## config.mk

```make
export PLATFORM = sky130hd
export DESIGN_NAME = clock_source_selector
export DESIGN_NICKNAME = d
export VERILOG_FILES = /design/src/common/clock_source_select_pkg.sv /design/src/rtl/clock_source_selector.sv /design/src/rtl/glitch_free_mux.sv
export SDC_FILE = /design/constraint.sdc
export NUM_CORES = 1
export LEC_CHECK = 0
export ABC_CLOCK_PERIOD_IN_PS = 1500
export BUFFER_PORTS_ARGS = -buffer_cell sky130_fd_sc_hd__buf_2
export CAP_MARGIN = 20
export CORE_MARGIN = 2
export CORE_UTILIZATION = 35
export DETAILED_ROUTE_END_ITERATION = 8
export GPL_ROUTABILITY_DRIVEN = 0
export HOLD_SLACK_MARGIN = 0.1
export SLEW_MARGIN = 10
export SYNTH_ARGS = -nofsm -noshare
export SYNTH_HDL_FRONTEND = slang
export SYNTH_HIERARCHICAL = 1
export SYNTH_SLANG_ARGS = --single-unit
```

## constraint.sdc

```tcl
create_clock -name clk_in -period 1.5 [get_ports clk_in]
set_clock_uncertainty 0.15 [all_clocks]
set_input_delay 0.3 -clock clk_in [delete_from_list [all_inputs] [get_ports clk_in]]
set_output_delay 0.3 -clock clk_in [all_outputs]
set_load 0.02 [all_outputs]
```

## src/common/clock_source_select_pkg.sv

```systemverilog
// Purpose: shared constants and types for the clock source selector
// Assumes: 8-bit special-function register port from the processor core
// Notes:   all field positions, codes and reset values live here
package clock_source_select_pkg;

	localparam logic [7:0] CLOCK_SOURCE_SELECT_ADDR = 8'hA9;
	localparam logic [7:0] CLOCK_SOURCE_SELECT_RST  = 8'h00;
	localparam logic [7:0] CLOCK_SOURCE_SELECT_MASK = 8'h77;
	localparam int         USB_FIELD_LSB            = 4;
	localparam int         SYS_FIELD_LSB            = 0;

	// usb core clock choice codes
	localparam logic [2:0] USB_MUL4      = 3'h0;
	localparam logic [2:0] USB_INT_DIV2  = 3'h1;
	localparam logic [2:0] USB_EXT_DIV1  = 3'h2;
	localparam logic [2:0] USB_EXT_DIV2  = 3'h3;
	localparam logic [2:0] USB_EXT_DIV3  = 3'h4;
	localparam logic [2:0] USB_EXT_DIV4  = 3'h5;

	// system clock choice codes
	localparam logic [2:0] SYS_INT_OSC   = 3'h0;
	localparam logic [2:0] SYS_EXT_OSC   = 3'h1;
	localparam logic [2:0] SYS_MUL4_DIV2 = 3'h2;
	localparam logic [2:0] SYS_MUL4      = 3'h3;
	localparam logic [2:0] SYS_LF_OSC    = 3'h4;

	// source index for the glitch-free selector
	localparam int         NUM_SRC       = 8;
	localparam logic [7:0] SRC_RST_ONEHOT = 8'h01;

	// frequency thresholds in MHz
	localparam int         FLASH_FAST_MHZ = 25;
	localparam int         USB_FS_MHZ     = 48;
	localparam int         USB_LS_MHZ     = 6;

	typedef struct packed {
		logic [7:0] addr;
		logic [7:0] wdata;
		logic       wr;
	} sfr_req_t;

	typedef struct packed {
		logic [NUM_SRC-1:0] src;
	} clk_src_t;

endpackage : clock_source_select_pkg

```

## src/rtl/clock_source_selector.sv

```systemverilog
// Purpose: clock source selection register and selectors for usb core and system clock
// Assumes: clock sources arrive as levels sampled on clk_in
// Notes:   reserved codes hold the previous valid selection
// Function
// - bit 7 reads zero; writes to it are ignored.
// - bit 3 reads zero; writes ignored; it separates the fields.
// - bits 6..4 pick the usb function core clock.
// - usb codes: x4 mult, int/2, ext/1..ext/4; 110,111 reserved.
// - usb clock should be 48 MHz in full-speed mode.
// - usb clock should be 6 MHz in low-speed mode.
// - bits 2..0 pick system clock: int, ext, x4/2, x4, low-freq.
// - undivided x4 system choice only on 48 MHz rated parts.
// - flash read timing bit should be 0 at 25 MHz or below.
// - flash read timing bit should be 1 above 25 MHz up to 48.
`timescale 1ns/100ps
module clock_source_selector
	import clock_source_select_pkg::*;
#(
	parameter bit FAST_PART = 1'b1
)
(
	// clock and reset
	input  wire logic                 clk_in,
	input  wire logic                 rst_n_in,
	// special-function register port
	input  wire clock_source_select_pkg::sfr_req_t sfr_req_in,
	output logic [7:0]                sfr_rdata_out,
	// raw clock sources
	input  wire logic                 mul4_clk_in,
	input  wire logic                 int_osc_clk_in,
	input  wire logic                 int_osc_div_clk_in,
	input  wire logic                 ext_osc_clk_in,
	input  wire logic                 lf_osc_clk_in,
	// usb speed and flash timing advice
	input  wire logic                 usb_full_speed_in,
	input  wire logic [5:0]           sys_clk_mhz_in,
	input  wire logic [5:0]           usb_clk_mhz_in,
	// selected clocks and advisory flags
	output logic                      usb_core_clk_out,
	output logic                      sys_clk_out,
	output logic                      flash_read_timing_out,
	output logic                      usb_rate_ok_out
);

	logic [7:0] clock_source_select_ff;
	logic [7:0] nxt_clock_source_select;
	logic [7:0] rdata_ff;
	logic [7:0] nxt_rdata;
	logic [1:0] ext_cnt_ff;
	logic [1:0] nxt_ext_cnt;
	logic [1:0] ext_cnt3_ff;
	logic [1:0] nxt_ext_cnt3;
	logic       ext_prev_ff;
	logic       mul4_prev_ff;
	logic       int_prev_ff;
	logic       mul4_half_ff;
	logic       int_half_ff;
	logic       ext_d2_ff;
	logic       ext_d3_ff;
	logic       ext_d4_ff;
	logic       flash_read_timing_ff;
	logic       rate_ok_ff;
	logic [4:0] src_s1_ff;
	logic [4:0] src_s2_ff;
	logic [2:0] usb_choice;
	logic [2:0] sys_choice;
	clk_src_t   usb_src;
	clk_src_t   sys_src;
	logic       usb_mux_clk;
	logic       sys_mux_clk;
	logic       usb_ok_code;
	logic       sys_ok_code;

	function automatic logic usb_code_valid(input logic [2:0] code);
		usb_code_valid = (code <= USB_EXT_DIV4);
	endfunction : usb_code_valid

	function automatic logic sys_code_valid(input logic [2:0] code, input bit fast);
		sys_code_valid = (code <= SYS_LF_OSC) && (fast || code != SYS_MUL4);
	endfunction : sys_code_valid

	assign usb_choice = clock_source_select_ff[USB_FIELD_LSB +: 3];
	assign sys_choice = clock_source_select_ff[SYS_FIELD_LSB +: 3];
	// judged on the written value, so a refused code never claims a landed write
	assign usb_ok_code = usb_code_valid(sfr_req_in.wdata[USB_FIELD_LSB +: 3]);
	assign sys_ok_code = sys_code_valid(sfr_req_in.wdata[SYS_FIELD_LSB +: 3], FAST_PART);

	// register write: unused bits masked, reserved codes keep the old field
	always_comb
	begin
		nxt_clock_source_select = clock_source_select_ff;
		nxt_rdata = clock_source_select_ff & CLOCK_SOURCE_SELECT_MASK;
		if (sfr_req_in.wr && sfr_req_in.addr == CLOCK_SOURCE_SELECT_ADDR)
		begin
			nxt_clock_source_select = sfr_req_in.wdata & CLOCK_SOURCE_SELECT_MASK;
			if (!usb_code_valid(sfr_req_in.wdata[USB_FIELD_LSB +: 3]))
				nxt_clock_source_select[USB_FIELD_LSB +: 3] = usb_choice;
			if (!sys_code_valid(sfr_req_in.wdata[SYS_FIELD_LSB +: 3], FAST_PART))
				nxt_clock_source_select[SYS_FIELD_LSB +: 3] = sys_choice;
		end
		if (sfr_req_in.addr != CLOCK_SOURCE_SELECT_ADDR)
			nxt_rdata = 8'h00;
	end

	// external oscillator divider: counts rising edges of the synced source
	always_comb
	begin
		nxt_ext_cnt  = ext_cnt_ff;
		nxt_ext_cnt3 = ext_cnt3_ff;
		if (src_s2_ff[3] && !ext_prev_ff)
		begin
			nxt_ext_cnt  = (ext_cnt_ff == 2'h3) ? 2'h0 : 2'(ext_cnt_ff + 2'h1);
			// divide by three needs its own modulo-3 count
			nxt_ext_cnt3 = (ext_cnt3_ff == 2'h2) ? 2'h0 : 2'(ext_cnt3_ff + 2'h1);
		end
	end

	always_ff @(posedge clk_in)
	begin
		src_s1_ff <= {lf_osc_clk_in, ext_osc_clk_in, int_osc_clk_in,
			int_osc_div_clk_in, mul4_clk_in};
		src_s2_ff <= src_s1_ff;
		if (!rst_n_in)
		begin
			clock_source_select_ff <= CLOCK_SOURCE_SELECT_RST;
			rdata_ff     <= 8'h00;
			ext_cnt_ff   <= 2'h0;
			ext_cnt3_ff  <= 2'h0;
			ext_prev_ff  <= 1'b0;
			mul4_prev_ff <= 1'b0;
			int_prev_ff  <= 1'b0;
			mul4_half_ff <= 1'b0;
			int_half_ff  <= 1'b0;
			ext_d2_ff    <= 1'b0;
			ext_d3_ff    <= 1'b0;
			ext_d4_ff    <= 1'b0;
			flash_read_timing_ff      <= 1'b0;
			rate_ok_ff   <= 1'b0;
		end
		else
		begin
			clock_source_select_ff <= nxt_clock_source_select;
			rdata_ff     <= nxt_rdata;
			ext_cnt_ff   <= nxt_ext_cnt;
			ext_cnt3_ff  <= nxt_ext_cnt3;
			ext_prev_ff  <= src_s2_ff[3];
			mul4_prev_ff <= src_s2_ff[0];
			int_prev_ff  <= src_s2_ff[2];
			if (src_s2_ff[0] && !mul4_prev_ff)
				mul4_half_ff <= !mul4_half_ff;
			if (src_s2_ff[2] && !int_prev_ff)
				int_half_ff <= !int_half_ff;
			if (src_s2_ff[3] && !ext_prev_ff)
			begin
				ext_d2_ff <= !ext_d2_ff;
				ext_d3_ff <= (ext_cnt3_ff == 2'h0);
				ext_d4_ff <= (ext_cnt_ff == 2'h1) ? !ext_d4_ff :
					((ext_cnt_ff == 2'h3) ? !ext_d4_ff : ext_d4_ff);
			end
			// advisory flash timing follows the system clock rate
			flash_read_timing_ff <= (sys_clk_mhz_in > 6'(FLASH_FAST_MHZ));
			rate_ok_ff <= usb_full_speed_in ? (usb_clk_mhz_in == 6'(USB_FS_MHZ))
				: (usb_clk_mhz_in == 6'(USB_LS_MHZ));
		end
	end

	// source tables; unused entries stay low so a stray grant only stops the clock
	always_comb
	begin
		usb_src.src = '0;
		usb_src.src[USB_MUL4]     = src_s2_ff[0];
		usb_src.src[USB_INT_DIV2] = int_half_ff;
		usb_src.src[USB_EXT_DIV1] = src_s2_ff[3];
		usb_src.src[USB_EXT_DIV2] = ext_d2_ff;
		usb_src.src[USB_EXT_DIV3] = ext_d3_ff;
		usb_src.src[USB_EXT_DIV4] = ext_d4_ff;
		sys_src.src = '0;
		sys_src.src[SYS_INT_OSC]   = src_s2_ff[1];
		sys_src.src[SYS_EXT_OSC]   = src_s2_ff[3];
		sys_src.src[SYS_MUL4_DIV2] = mul4_half_ff;
		sys_src.src[SYS_MUL4]      = FAST_PART ? src_s2_ff[0] : 1'b0;
		sys_src.src[SYS_LF_OSC]    = src_s2_ff[4];
	end

	glitch_free_mux u_usb_mux (
		.clk_in    (clk_in),
		.rst_n_in  (rst_n_in),
		.sel_in    (usb_choice),
		.src_in    (usb_src),
		.clk_out   (usb_mux_clk),
		.grant_out ()
	);

	glitch_free_mux u_sys_mux (
		.clk_in    (clk_in),
		.rst_n_in  (rst_n_in),
		.sel_in    (sys_choice),
		.src_in    (sys_src),
		.clk_out   (sys_mux_clk),
		.grant_out ()
	);

	assign sfr_rdata_out         = rdata_ff;
	assign usb_core_clk_out      = usb_mux_clk;
	assign sys_clk_out           = sys_mux_clk;
	assign flash_read_timing_out = flash_read_timing_ff;
	assign usb_rate_ok_out       = rate_ok_ff;

	AST_TOP_BIT_ZERO: assert property (@(posedge clk_in) disable iff (!rst_n_in)
		!sfr_rdata_out[7]) else $error("bit 7 read nonzero");
	AST_BIT3_ZERO: assert property (@(posedge clk_in) disable iff (!rst_n_in)
		!clock_source_select_ff[3]) else $error("bit 3 stored nonzero");
	AST_USB_WRITE: assert property (@(posedge clk_in) disable iff (!rst_n_in)
		sfr_req_in.wr && sfr_req_in.addr == CLOCK_SOURCE_SELECT_ADDR && usb_ok_code
		|=> usb_choice == $past(sfr_req_in.wdata[6:4]))
		else $error("usb field not written");
	AST_USB_RESERVED: assert property (@(posedge clk_in) disable iff (!rst_n_in)
		usb_choice <= USB_EXT_DIV4) else $error("reserved usb code held");
	AST_SYS_RESERVED: assert property (@(posedge clk_in) disable iff (!rst_n_in)
		sys_choice <= SYS_LF_OSC) else $error("reserved system code held");
	AST_SYS_WRITE: assert property (@(posedge clk_in) disable iff (!rst_n_in)
		sfr_req_in.wr && sfr_req_in.addr == CLOCK_SOURCE_SELECT_ADDR && sys_ok_code
		|=> sys_choice == $past(sfr_req_in.wdata[2:0]))
		else $error("system field not written");
	AST_MUL4_GATED: assert property (@(posedge clk_in) disable iff (!rst_n_in)
		!FAST_PART |-> sys_choice != SYS_MUL4) else $error("x4 on slow part");
	AST_FLASH_TIMING: assert property (@(posedge clk_in) disable iff (!rst_n_in)
		##1 flash_read_timing_out == ($past(sys_clk_mhz_in) > 6'(FLASH_FAST_MHZ)))
		else $error("flash timing mismatch");
	AST_READBACK: assert property (@(posedge clk_in) disable iff (!rst_n_in)
		sfr_req_in.addr == CLOCK_SOURCE_SELECT_ADDR
		|=> sfr_rdata_out == ($past(clock_source_select_ff) & CLOCK_SOURCE_SELECT_MASK))
		else $error("readback wrong");

endmodule : clock_source_selector

```

## src/rtl/glitch_free_mux.sv

```systemverilog
// Purpose: glitch-free N-way clock selector
// Assumes: each source is sampled on clk_in, so sources are slower than clk_in/2
// Notes:   break-before-make: the old grant drops before the new one rises
`timescale 1ns/100ps
module glitch_free_mux
	import clock_source_select_pkg::*;
(
	// clock and reset
	input  wire logic                 clk_in,
	input  wire logic                 rst_n_in,
	// selection
	input  wire logic [2:0]           sel_in,
	input  wire clock_source_select_pkg::clk_src_t src_in,
	// output
	output logic                      clk_out,
	output logic [NUM_SRC-1:0]        grant_out
);

	logic [NUM_SRC-1:0] src_s1_ff;
	logic [NUM_SRC-1:0] src_s2_ff;
	logic [NUM_SRC-1:0] grant_ff;
	logic [NUM_SRC-1:0] nxt_grant;
	logic               clk_ff;
	logic               nxt_clk;

	function automatic logic [NUM_SRC-1:0] onehot(input logic [2:0] idx);
		onehot = SRC_RST_ONEHOT << idx;
	endfunction : onehot

	// grant changes only while the outgoing source is low, so no runt pulse
	always_comb
	begin
		nxt_grant = grant_ff;
		if (grant_ff != onehot(sel_in))
		begin
			if (grant_ff == '0)
				nxt_grant = onehot(sel_in);
			else if ((grant_ff & src_s2_ff) == '0)
				nxt_grant = '0;
		end
		nxt_clk = |(grant_ff & src_s2_ff);
	end

	always_ff @(posedge clk_in)
	begin
		src_s1_ff <= src_in.src;
		src_s2_ff <= src_s1_ff;
		if (!rst_n_in)
		begin
			grant_ff <= SRC_RST_ONEHOT;
			clk_ff   <= 1'b0;
		end
		else
		begin
			grant_ff <= nxt_grant;
			clk_ff   <= nxt_clk;
		end
	end

	assign clk_out   = clk_ff;
	assign grant_out = grant_ff;

	AST_ONE_GRANT: assert property (@(posedge clk_in) disable iff (!rst_n_in)
		$onehot0(grant_ff)) else $error("more than one clock granted");
	AST_NO_RUNT: assert property (@(posedge clk_in) disable iff (!rst_n_in)
		(grant_ff != $past(grant_ff)) && ($past(grant_ff) != '0) |-> !clk_ff)
		else $error("grant dropped while clock high");

endmodule : glitch_free_mux

```

==> results of run 1 <==
cell families (layout without fill, tap and decap cells):
kind of cell	after synthesis	in the layout	synth area share
XOR/XNOR	3	3	0.008256
other	1	7	0.001178
AO/OA/AOI/OAI	67	67	0.1466
flip-flops	85	85	0.5346
AND/OR/NAND/NOR	122	122	0.2516
adder cells (fa/ha/maj)	2	2	0.007860
buffers and inverters	21	135	0.03027
multiplexers	6	6	0.01965
synth_stat cells (5+ instances only):
library cell / count
a21oi_1: 16
a22oi_1: 8
and2_1: 11
buf_2: 8
dfxtp_1: 85
inv_1: 9
nand2_1: 9
nand2b_1: 9
nand3b_1: 5
nor2_1: 27
nor2b_1: 14
nor3_1: 10
o21ai_0: 15
worst register-to-register path: stages, from the launching register on:
cell and delay [ns]:
dfxtp_2 0.36, buf_6 0.12, inv_1 0.07, and4_1 0.19, o32a_4 0.39, nand3_4 0.15, a31oi_1 0.10
per-layer routing:
| metal | up-vias | GRT usage |
|---|---|---|
| li1 | 1342 | - |
| met1 | 1247 | 0.1759 |
| met2 | 59 | 0.2521 |
| met3 | 8 | 0.02600 |
| met4 | 0 | 0.07060 |
| met5 | - | 0 |
worst paths after layout:
check	from	to	depth (start not counted)
setup reg to reg	u_usb_mux/grant_out[0]	u_usb_mux/grant_out[7]	6
hold / removal	sys_clk_mhz_in[4]	flash_read_timing_out	3
hold reg to reg	u_usb_mux/src_s1_ff[7]	u_usb_mux/src_s2_ff[7]	0
setup / recovery	u_usb_mux/grant_out[0]	u_usb_mux/grant_out[7]	6
registers in the layout, indices dropped and copies added, names as in the netlist, 2 cells and up:
name and count:
u_sys_mux/grant_out 8, u_sys_mux/src_s1_ff 8, u_sys_mux/src_s2_ff 8, u_usb_mux/grant_out 8, u_usb_mux/src_s1_ff 8, u_usb_mux/src_s2_ff 8, clock_source_select_ff 6, sfr_rdata_out 6
src_s1_ff 5, src_s2_ff 5, ext_cnt3_ff 2, ext_cnt_ff 2
metrics by stage:
stage,util,TNS [ns]
floorplan,-,-0.1215
CTS,0.5053,-1.498
global placement,0.4420,-1.824
detailed placement,0.4420,-2.192
finish,0.5206,-1.602
global route,0.5206,-2.858
final cells by class:
cell class	instances	area (sq um)
clock buffer	9	123.9
inverter	9	33.78
fill	771	4202
clock inverter	7	63.81
tap	108	135.1
timing repair buffer	110	784.5
sequential	85	1735
multi-input combinational	207	1685
timing repair:
item / in CTS / in global routing
hold buffers: 14 / 0
pin swaps: 20 / 17
buffers inserted: 4 / 1
resized for setup: 48 / 36
setup endpoints to repair: 16 / 19
endpoints found under the hold margin: 11 / 0
power groups by stage:
stage	sequential (uW)	combinational [uW]	clock, uW
after floorplan	2440	115	0
after CTS	2380	256	1580
after detailed placement	2440	219	0
after global routing	2390	284	1680
after global placement	2440	211	0
final	2380	257	1520
==> results.toml, run 1 <==
[place]
io_buffers = 43
placed_cells = 501
dp_hpwl_um = 4859
place_area_sq_mm = 0.003874
place_ws_ns = -0.1868

[synthesis]
synthTopCellsByArea = "dfxtp_1, nor2_1, nor2b_1"
synth_edf_count = 0
synth-seq-cells = 85
synth_cell_type_count = 51
yosysSeqAreaShare = 0.5346
yosys_warnings = 6
yosys.area.top_type = "dfxtp_1"
synth_top_area_frac = 0.5346
avgSynthCellArea_sq_um = 10.37
synthArstFlopShare = 0
syn_area_sq_mm = 0.003183
synth_flop_cell = "dfxtp_1"
syn_inst = 307

[global_routing]
grt.total_usage = 0.1462
grt_max_degree = 22
grt_pass1_vias = 2591
grt_pass1_wl_um = 11510
antenna_found_initial = 0
overflow = 0

[power]
p_leak_uw = 0.001856
intPower_uw = 3124
ir_drop_mv = 0.4808
pwr-share-comb = 0.062
power.share.switching = 0.2491
p_sw_uw = 1036
seq_power_share = 0.572
p_per_area_mw_per_mm2 = 911.9
p_clk_frac = 0.366
power_uw = 4160

[sta]
hold_viol = 0
setup_ws_ns = -0.1440
finalCritPeriodShare = 1.096
setup_viol = 16
slew_viol_final = 0
rsz0062_at_grt = "true"
period_needed_ns = 1.644
whs_ns = 0.09626
max_clock_freq_mhz = 608.3

[die]
dieArea_sq_mm = 0.009873
pin_count = 49
dieWidth_um = 99.37
num_rows = 34
core_region_area_sq_mm = 0.008763
start_util = 0.3632
dieHeight_um = 99.37

[finish]
final_common_cell = "dfxtp_1"
final_cells = 535
layout.nets = 461
syn_to_final_growth_pct = 43.32
layout_common_cells = "dfxtp_1, buf_4, buf_2"
antenna_cells = 0
finalInstanceArea_sq_mm = 0.004562
drive_above_1_share = 0.4473

[setup_path]
critical_path.top_delay_family = "compound AO/OA/AOI/OAI gates"
critPathKind = "reg2reg"
path_buf_inv = 2
worstPathCellList = "buf_6 -> inv_1 -> and4_1 -> o32a_4 -> nand3_4 -> a31oi_1"
crit_fanout = 8
end_kind = "register"
slowest_stage = "o32a_4"
max_stage_delay_ns = 0.39
cp.arrival_ns = 1.72
required_ns = 1.58
start_kind = "register"
regToRegSetupSlack_ns = -0.14

[clock_tree]
clock_sinks = 85
cts_tree = "done"
clk_latency_ns = 0.35
clk_pin_slew_ns = 0.09
cts_buffers = 9
cts-root-buf = "clkbuf_8"
cts_buffer_depth = 2
htreeDepth = 3

[route]
ant_nets = 0
wl_per_cell_um = 12.96
met1_length_um = 3137
dr.first_iter.drc_count = 78
top_layer = "met4"
dr.pass1.iters = 4
route.met3.wl_um = 265
vias_per_cell = 4.964
drt-total-wl_um = 6935
wl_met2_um = 3433
vias = 2656
drcViolationCount = 0

[run]
drv_cap = 0

[run_status]
violations = "setup timing"
status = "finished with violations"

[worst_hold_path]
min_path_type = "in2reg"
Power figures use the tool's default switching activity.
==> inputs of run 2 (changes only) <==
==> constraint.sdc (replaced) <==
create_clock -name clk_in -period 1.5 [get_ports clk_in]
set_clock_uncertainty 0.15 [all_clocks]
set_input_delay 0.075 -clock clk_in [delete_from_list [all_inputs] [get_ports clk_in]]
set_output_delay 0.075 -clock clk_in [all_outputs]
set_load 0.02 [all_outputs]
==> run 2 against run 1 <==
Compared with the run above: the run still ends with setup timing left; total power grew 14%; critical path type unchanged; highest routed layer unchanged; wire length increased by 10%; utilization grew 2.4 points; setup slack improved by 0.021 ns; combinational power grew 16%; critical endpoint is now u_sys_mux/grant_out[2]; cell area up 4.6%; register-to-register slack improved by 0.02 ns; non-clock buffer count rose by 20.
==> results.toml, run 2 (synthesis results as in run 1) <==
[global_routing]
grt.total_usage = 0.1591
grt_pass1_wl_um = 12510
grt_pass1_vias = 2720
overflow = 0
grt_max_degree = 19
antenna_found_initial = 0

[finish]
syn_to_final_growth_pct = 49.92
layout_common_cells = "dfxtp_1, buf_4, buf_2"
final_cells = 555
fill_cells = 778
layout.nets = 481
drive_above_1_share = 0.3870
antenna_cells = 0
final_common_cell = "dfxtp_1"

[clock_tree]
clk_pin_slew_ns = 0.08
htreeDepth = 3
cts_buffer_depth = 2
cts_buffers = 9
clock_sinks = 85
cts_tree = "done"
cts-root-buf = "clkbuf_8"
clk_latency_ns = 0.35

[power]
p_per_area_mw_per_mm2 = 998.1
p_leak_uw = 0.001989
intPower_uw = 3794
power.share.switching = 0.2034
pwr-share-comb = 0.062
seq_power_share = 0.500
ir_drop_mv = 0.6336
p_sw_uw = 968.9
p_clk_frac = 0.438

[die]
dieArea_sq_mm = 0.009873
start_util = 0.3632
dieWidth_um = 99.37
dieHeight_um = 99.37
num_rows = 34
pin_count = 49
core_region_area_sq_mm = 0.008763

[route]
drt-total-wl_um = 7657
dr.first_iter.drc_count = 103
vias = 2755
ant_nets = 0
drcViolationCount = 0
wl_per_cell_um = 13.80
vias_per_cell = 4.964
dr.pass1.iters = 4

[sta]
max_clock_freq_mhz = 616.1
period_needed_ns = 1.623
rsz0062_at_grt = "true"
setup_ws_ns = -0.1230
finalCritPeriodShare = 1.082
slew_viol_final = 0
hold_viol = 0
whs_ns = 0.1239
setup_viol = 16

[setup_path]
end_kind = "register"
critPathKind = "reg2reg"
regToRegSetupSlack_ns = -0.12
required_ns = 1.58
cp.arrival_ns = 1.70
crit_fanout = 8
start_kind = "register"

[run]
drv_cap = 0

[worst_hold_path]
min_path_type = "in2reg"

[run_status]
violations = "setup timing"
status = "finished with violations"

[place]
io_buffers = 43
dp_hpwl_um = 4698
placed_cells = 501
run 2: changes by cell type in the layout (fill, tap and decap cells not counted), sizes merged:
cell         before  now
bufinv            0    4
clkbuf            9   10
clkinv            0    1
clkinvlp          2    0
dlygate4sd3      13   33
inv              14   10
run 2: routing by layer:
layer,global-route usage,wire length [um],vias up
li1,-,-,1376
met1,0.1963,3501,1296
met2,0.2698,3734,71
met3,0.02741,280,12
met4,0.07587,141,0
met5,0,0,-
run 2: power groups by stage:
stage | sequential, uW | clock (uW) | combinational (uW)
floorplan | 2440 | 0 | 115
global placement | 2440 | 0 | 210
detailed placement | 2440 | 0 | 216
CTS | 2380 | 2120 | 274
global route | 2390 | 2210 | 325
finish | 2380 | 2090 | 297
run 2: final timing paths:
check	from	end	depth (start not counted)
worst max-delay path	u_sys_mux/grant_out[7]	u_sys_mux/grant_out[2]	5
worst min-delay path	sfr_req_in[10]	clock_source_select_ff[2]	4
worst max register to register	u_sys_mux/grant_out[7]	u_sys_mux/grant_out[2]	5
worst min register to register	u_usb_mux/src_s1_ff[7]	u_usb_mux/src_s2_ff[7]	0
run 2: timing repair:
action | CTS | global route
pin swaps | 17 | 7
endpoints found under the setup margin | 16 | 19
hold buffers | 27 | 7
endpoints found under the hold margin | 27 | 1
gates resized for setup | 33 | 29
buffers inserted | 4 | 1
run 2: metrics by stage:
stage | TNS, ns | setup slack (ns) | total power (uW) | utilization | area, sq um
after floorplan | -0.1215 | -0.02002 | 2554 | - | 3248
after global placement | -1.528 | -0.1174 | 2649 | 0.4420 | 3874
after detailed placement | -2.001 | -0.1386 | 2658 | 0.4420 | 3874
after CTS | -1.033 | -0.1045 | 4775 | 0.5226 | 4579
after global routing | -2.787 | -0.2050 | 4927 | 0.5445 | 4772
final | -1.629 | -0.1230 | 4763 | 0.5445 | 4772
run 2: final cells by class:
type | count | area [sq um] | share of cell area
Multi-Input combinational cell | 207 | 1637 | 0.3429
Clock inverter | 6 | 133.9 | 0.02805
Inverter | 9 | 33.78 | 0.007079
Clock buffer | 10 | 127.6 | 0.02674
Timing Repair Buffer | 130 | 973.4 | 0.2040
Tap cell | 108 | 135.1 | 0.02832
Sequential cell | 85 | 1732 | 0.3629
run 2: critical path: stages (launching register included):
cell and delay (ns):
dfxtp_1 0.34, buf_4 0.17, and4_1 0.22, o32a_4 0.39, nand3_4 0.14, a31oi_1 0.09
==> inputs of run 3 (changes only) <==
==> constraint.sdc (replaced) <==
create_clock -name clk_in -period 1.5 [get_ports clk_in]
set_clock_uncertainty 0.15 [all_clocks]
set_input_delay 0.15 -clock clk_in [delete_from_list [all_inputs] [get_ports clk_in]]
set_output_delay 0.15 -clock clk_in [all_outputs]
set_load 0.02 [all_outputs]
==> run 3 against run 2 <==
Compared with the run above: die area unchanged; critical endpoint is now u_usb_mux/grant_out[7]; fmax fell by 1.0%; sequential share of layout area grew 1.9 points; global-route usage fell by 1.3 points; highest routed layer unchanged; the flow still finishes with violations (setup timing); sequential power about the same; via count is 4.9% lower; critical path type unchanged.
==> results.toml, run 3 (synthesis results as in run 1) <==
[power]
ir_drop_mv = 0.6656
p_leak_uw = 0.001861
p_per_area_mw_per_mm2 = 982.9

[clock_tree]
cts_tree = "done"
clk_latency_ns = 0.35
cts_buffer_depth = 2
cts_buffers = 9
cts-root-buf = "clkbuf_8"
clock_sinks = 85
htreeDepth = 3
clk_pin_slew_ns = 0.10

[route]
vias = 2619
ant_nets = 0
dr.pass1.iters = 4
drcViolationCount = 0
dr.first_iter.drc_count = 70
drt-total-wl_um = 7103
wl_per_cell_um = 13.18
vias_per_cell = 4.859

[setup_path]
worstPathCellList = "buf_4 -> and4bb_2 -> nor2_1 -> o32ai_1 -> buf_4 -> nand3_4 -> a31oi_1"
crit_fanout = 8
critPathKind = "reg2reg"
end_kind = "register"
max_stage_delay_ns = 0.35
path_common_cell = "buf_4"
start_kind = "register"
required_ns = 1.62
cp.arrival_ns = 1.76
path_buf_inv = 2
slowest_stage = "dfxtp_2"
critical_path.top_delay_family = "simple AND/OR/NAND/NOR gates"

[finish]
drive_above_1_share = 0.3689
layout_common_cells = "dfxtp_1, buf_4, buf_2"
final_cells = 539
final_common_cell = "dfxtp_1"
fin_util = 0.5153
fill_cells = 792
layout.nets = 465
syn_to_final_growth_pct = 41.86
antenna_cells = 0

[place]
place_ws_ns = -0.1635
io_buffers = 43
dp_hpwl_um = 4728
placed_cells = 497

[die]
num_rows = 34
core_region_area_sq_mm = 0.008763
start_util = 0.3632
dieWidth_um = 99.37
pin_count = 49
dieHeight_um = 99.37
dieArea_sq_mm = 0.009873

[sta]
hold_viol = 0
setup_viol = 16
setup_ws_ns = -0.1402
finalCritPeriodShare = 1.093
max_clock_freq_mhz = 609.7
rsz0062_at_grt = "true"
period_needed_ns = 1.640
fin_setup_tns_ns = -1.577
slew_viol_final = 0

[global_routing]
antenna_found_initial = 0
grt_max_degree = 18
grt_pass1_vias = 2566
overflow = 0
grt_pass1_wl_um = 11400
grt.total_usage = 0.1458

[run]
drv_cap = 0

[run_status]
status = "finished with violations"
violations = "setup timing"

[worst_hold_path]
min_path_type = "in2reg"
## run 3: changes by cell type in the layout (fill, tap and decap cells not counted), moves of 3 or more
| cell | previous run | this run |
|---|---|---|
| dlygate4sd3_1 | 33 | 24 |
| nor4_4 | 5 | 2 |
| nor4_2 | 1 | 4 |
| dfxtp_2 | 9 | 5 |
| buf_4 | 48 | 45 |
| buf_6 | 6 | 2 |
| dfxtp_1 | 71 | 76 |
## run 3: worst paths after layout
| path | from | end | slack, ns | depth (start not counted) |
|---|---|---|---|---|
| max | clock_source_select_ff[5] | u_usb_mux/grant_out[7] | -0.14 | 7 |
| min | rst_n_in | sfr_rdata_out[4] | 0.14 | 4 |
| max reg2reg | clock_source_select_ff[5] | u_usb_mux/grant_out[7] | -0.14 | 7 |
| min reg2reg | u_usb_mux/src_s1_ff[2] | u_usb_mux/src_s2_ff[2] | 0.17 | 0 |
## run 3: worst register-to-register path, delay by kind of cell, from the launching register on
family | cells | cell delay [ns]
AOI/OAI and AO/OA | 2 | 0.31
buffers and inverters | 2 | 0.32
and+or+nand+nor | 3 | 0.45
DFF | 1 | 0.35
## run 3: cell type report
cell class              instances  area, sq um  share of cell area
clock buffers                  10        127.6             0.02826
multi-input cells             207         1585              0.3511
flip-flops and latches         85         1723              0.3815
well taps                     108        135.1             0.02993
clock inverters                 6        95.09             0.02106
repair buffers                114        815.8              0.1807
inverters                       9        33.78            0.007481
## run 3: per-stage QoR
stage	hold slack [ns]	instance area [sq um]	total power [uW]
2_1_floorplan	0.02772	3248	2554
3_3_place_gp	0.1035	3844	2643
3_5_place_dp	0.1036	3844	2652
4_1_cts	0.1288	4443	4491
5_1_grt	0.1617	4516	4616
6_report	0.1390	4516	4438
## run 3: layer usage
layer,vias up,GRT usage,share of wire
met5,-,0,0
met4,0,0.06006,0.0097
met3,4,0.03092,0.049
met2,69,0.2656,0.51
met1,1202,0.1647,0.44
li1,1344,-,-
## run 3: report_power, final
| group | internal [uW] | switching [uW] | total [uW] | leakage [uW] |
|---|---|---|---|---|
| Sequential | 2350 | 32.4 | 2380 | 0.000708 |
| Clock | 956 | 831 | 1790 | 0.000105 |
| Combinational | 150 | 122 | 272 | 0.00105 |
| Total | 3450 | 985 | 4440 | 0.00186 |
## run 3: repair_timing
action / CTS / global route
endpoints found under the hold margin: 19 / 0
endpoints found under the setup margin: 16 / 16
pin swaps: 9 / 10
gates resized for setup: 29 / 16
setup buffers: 0 / 2
hold buffers: 24 / 0
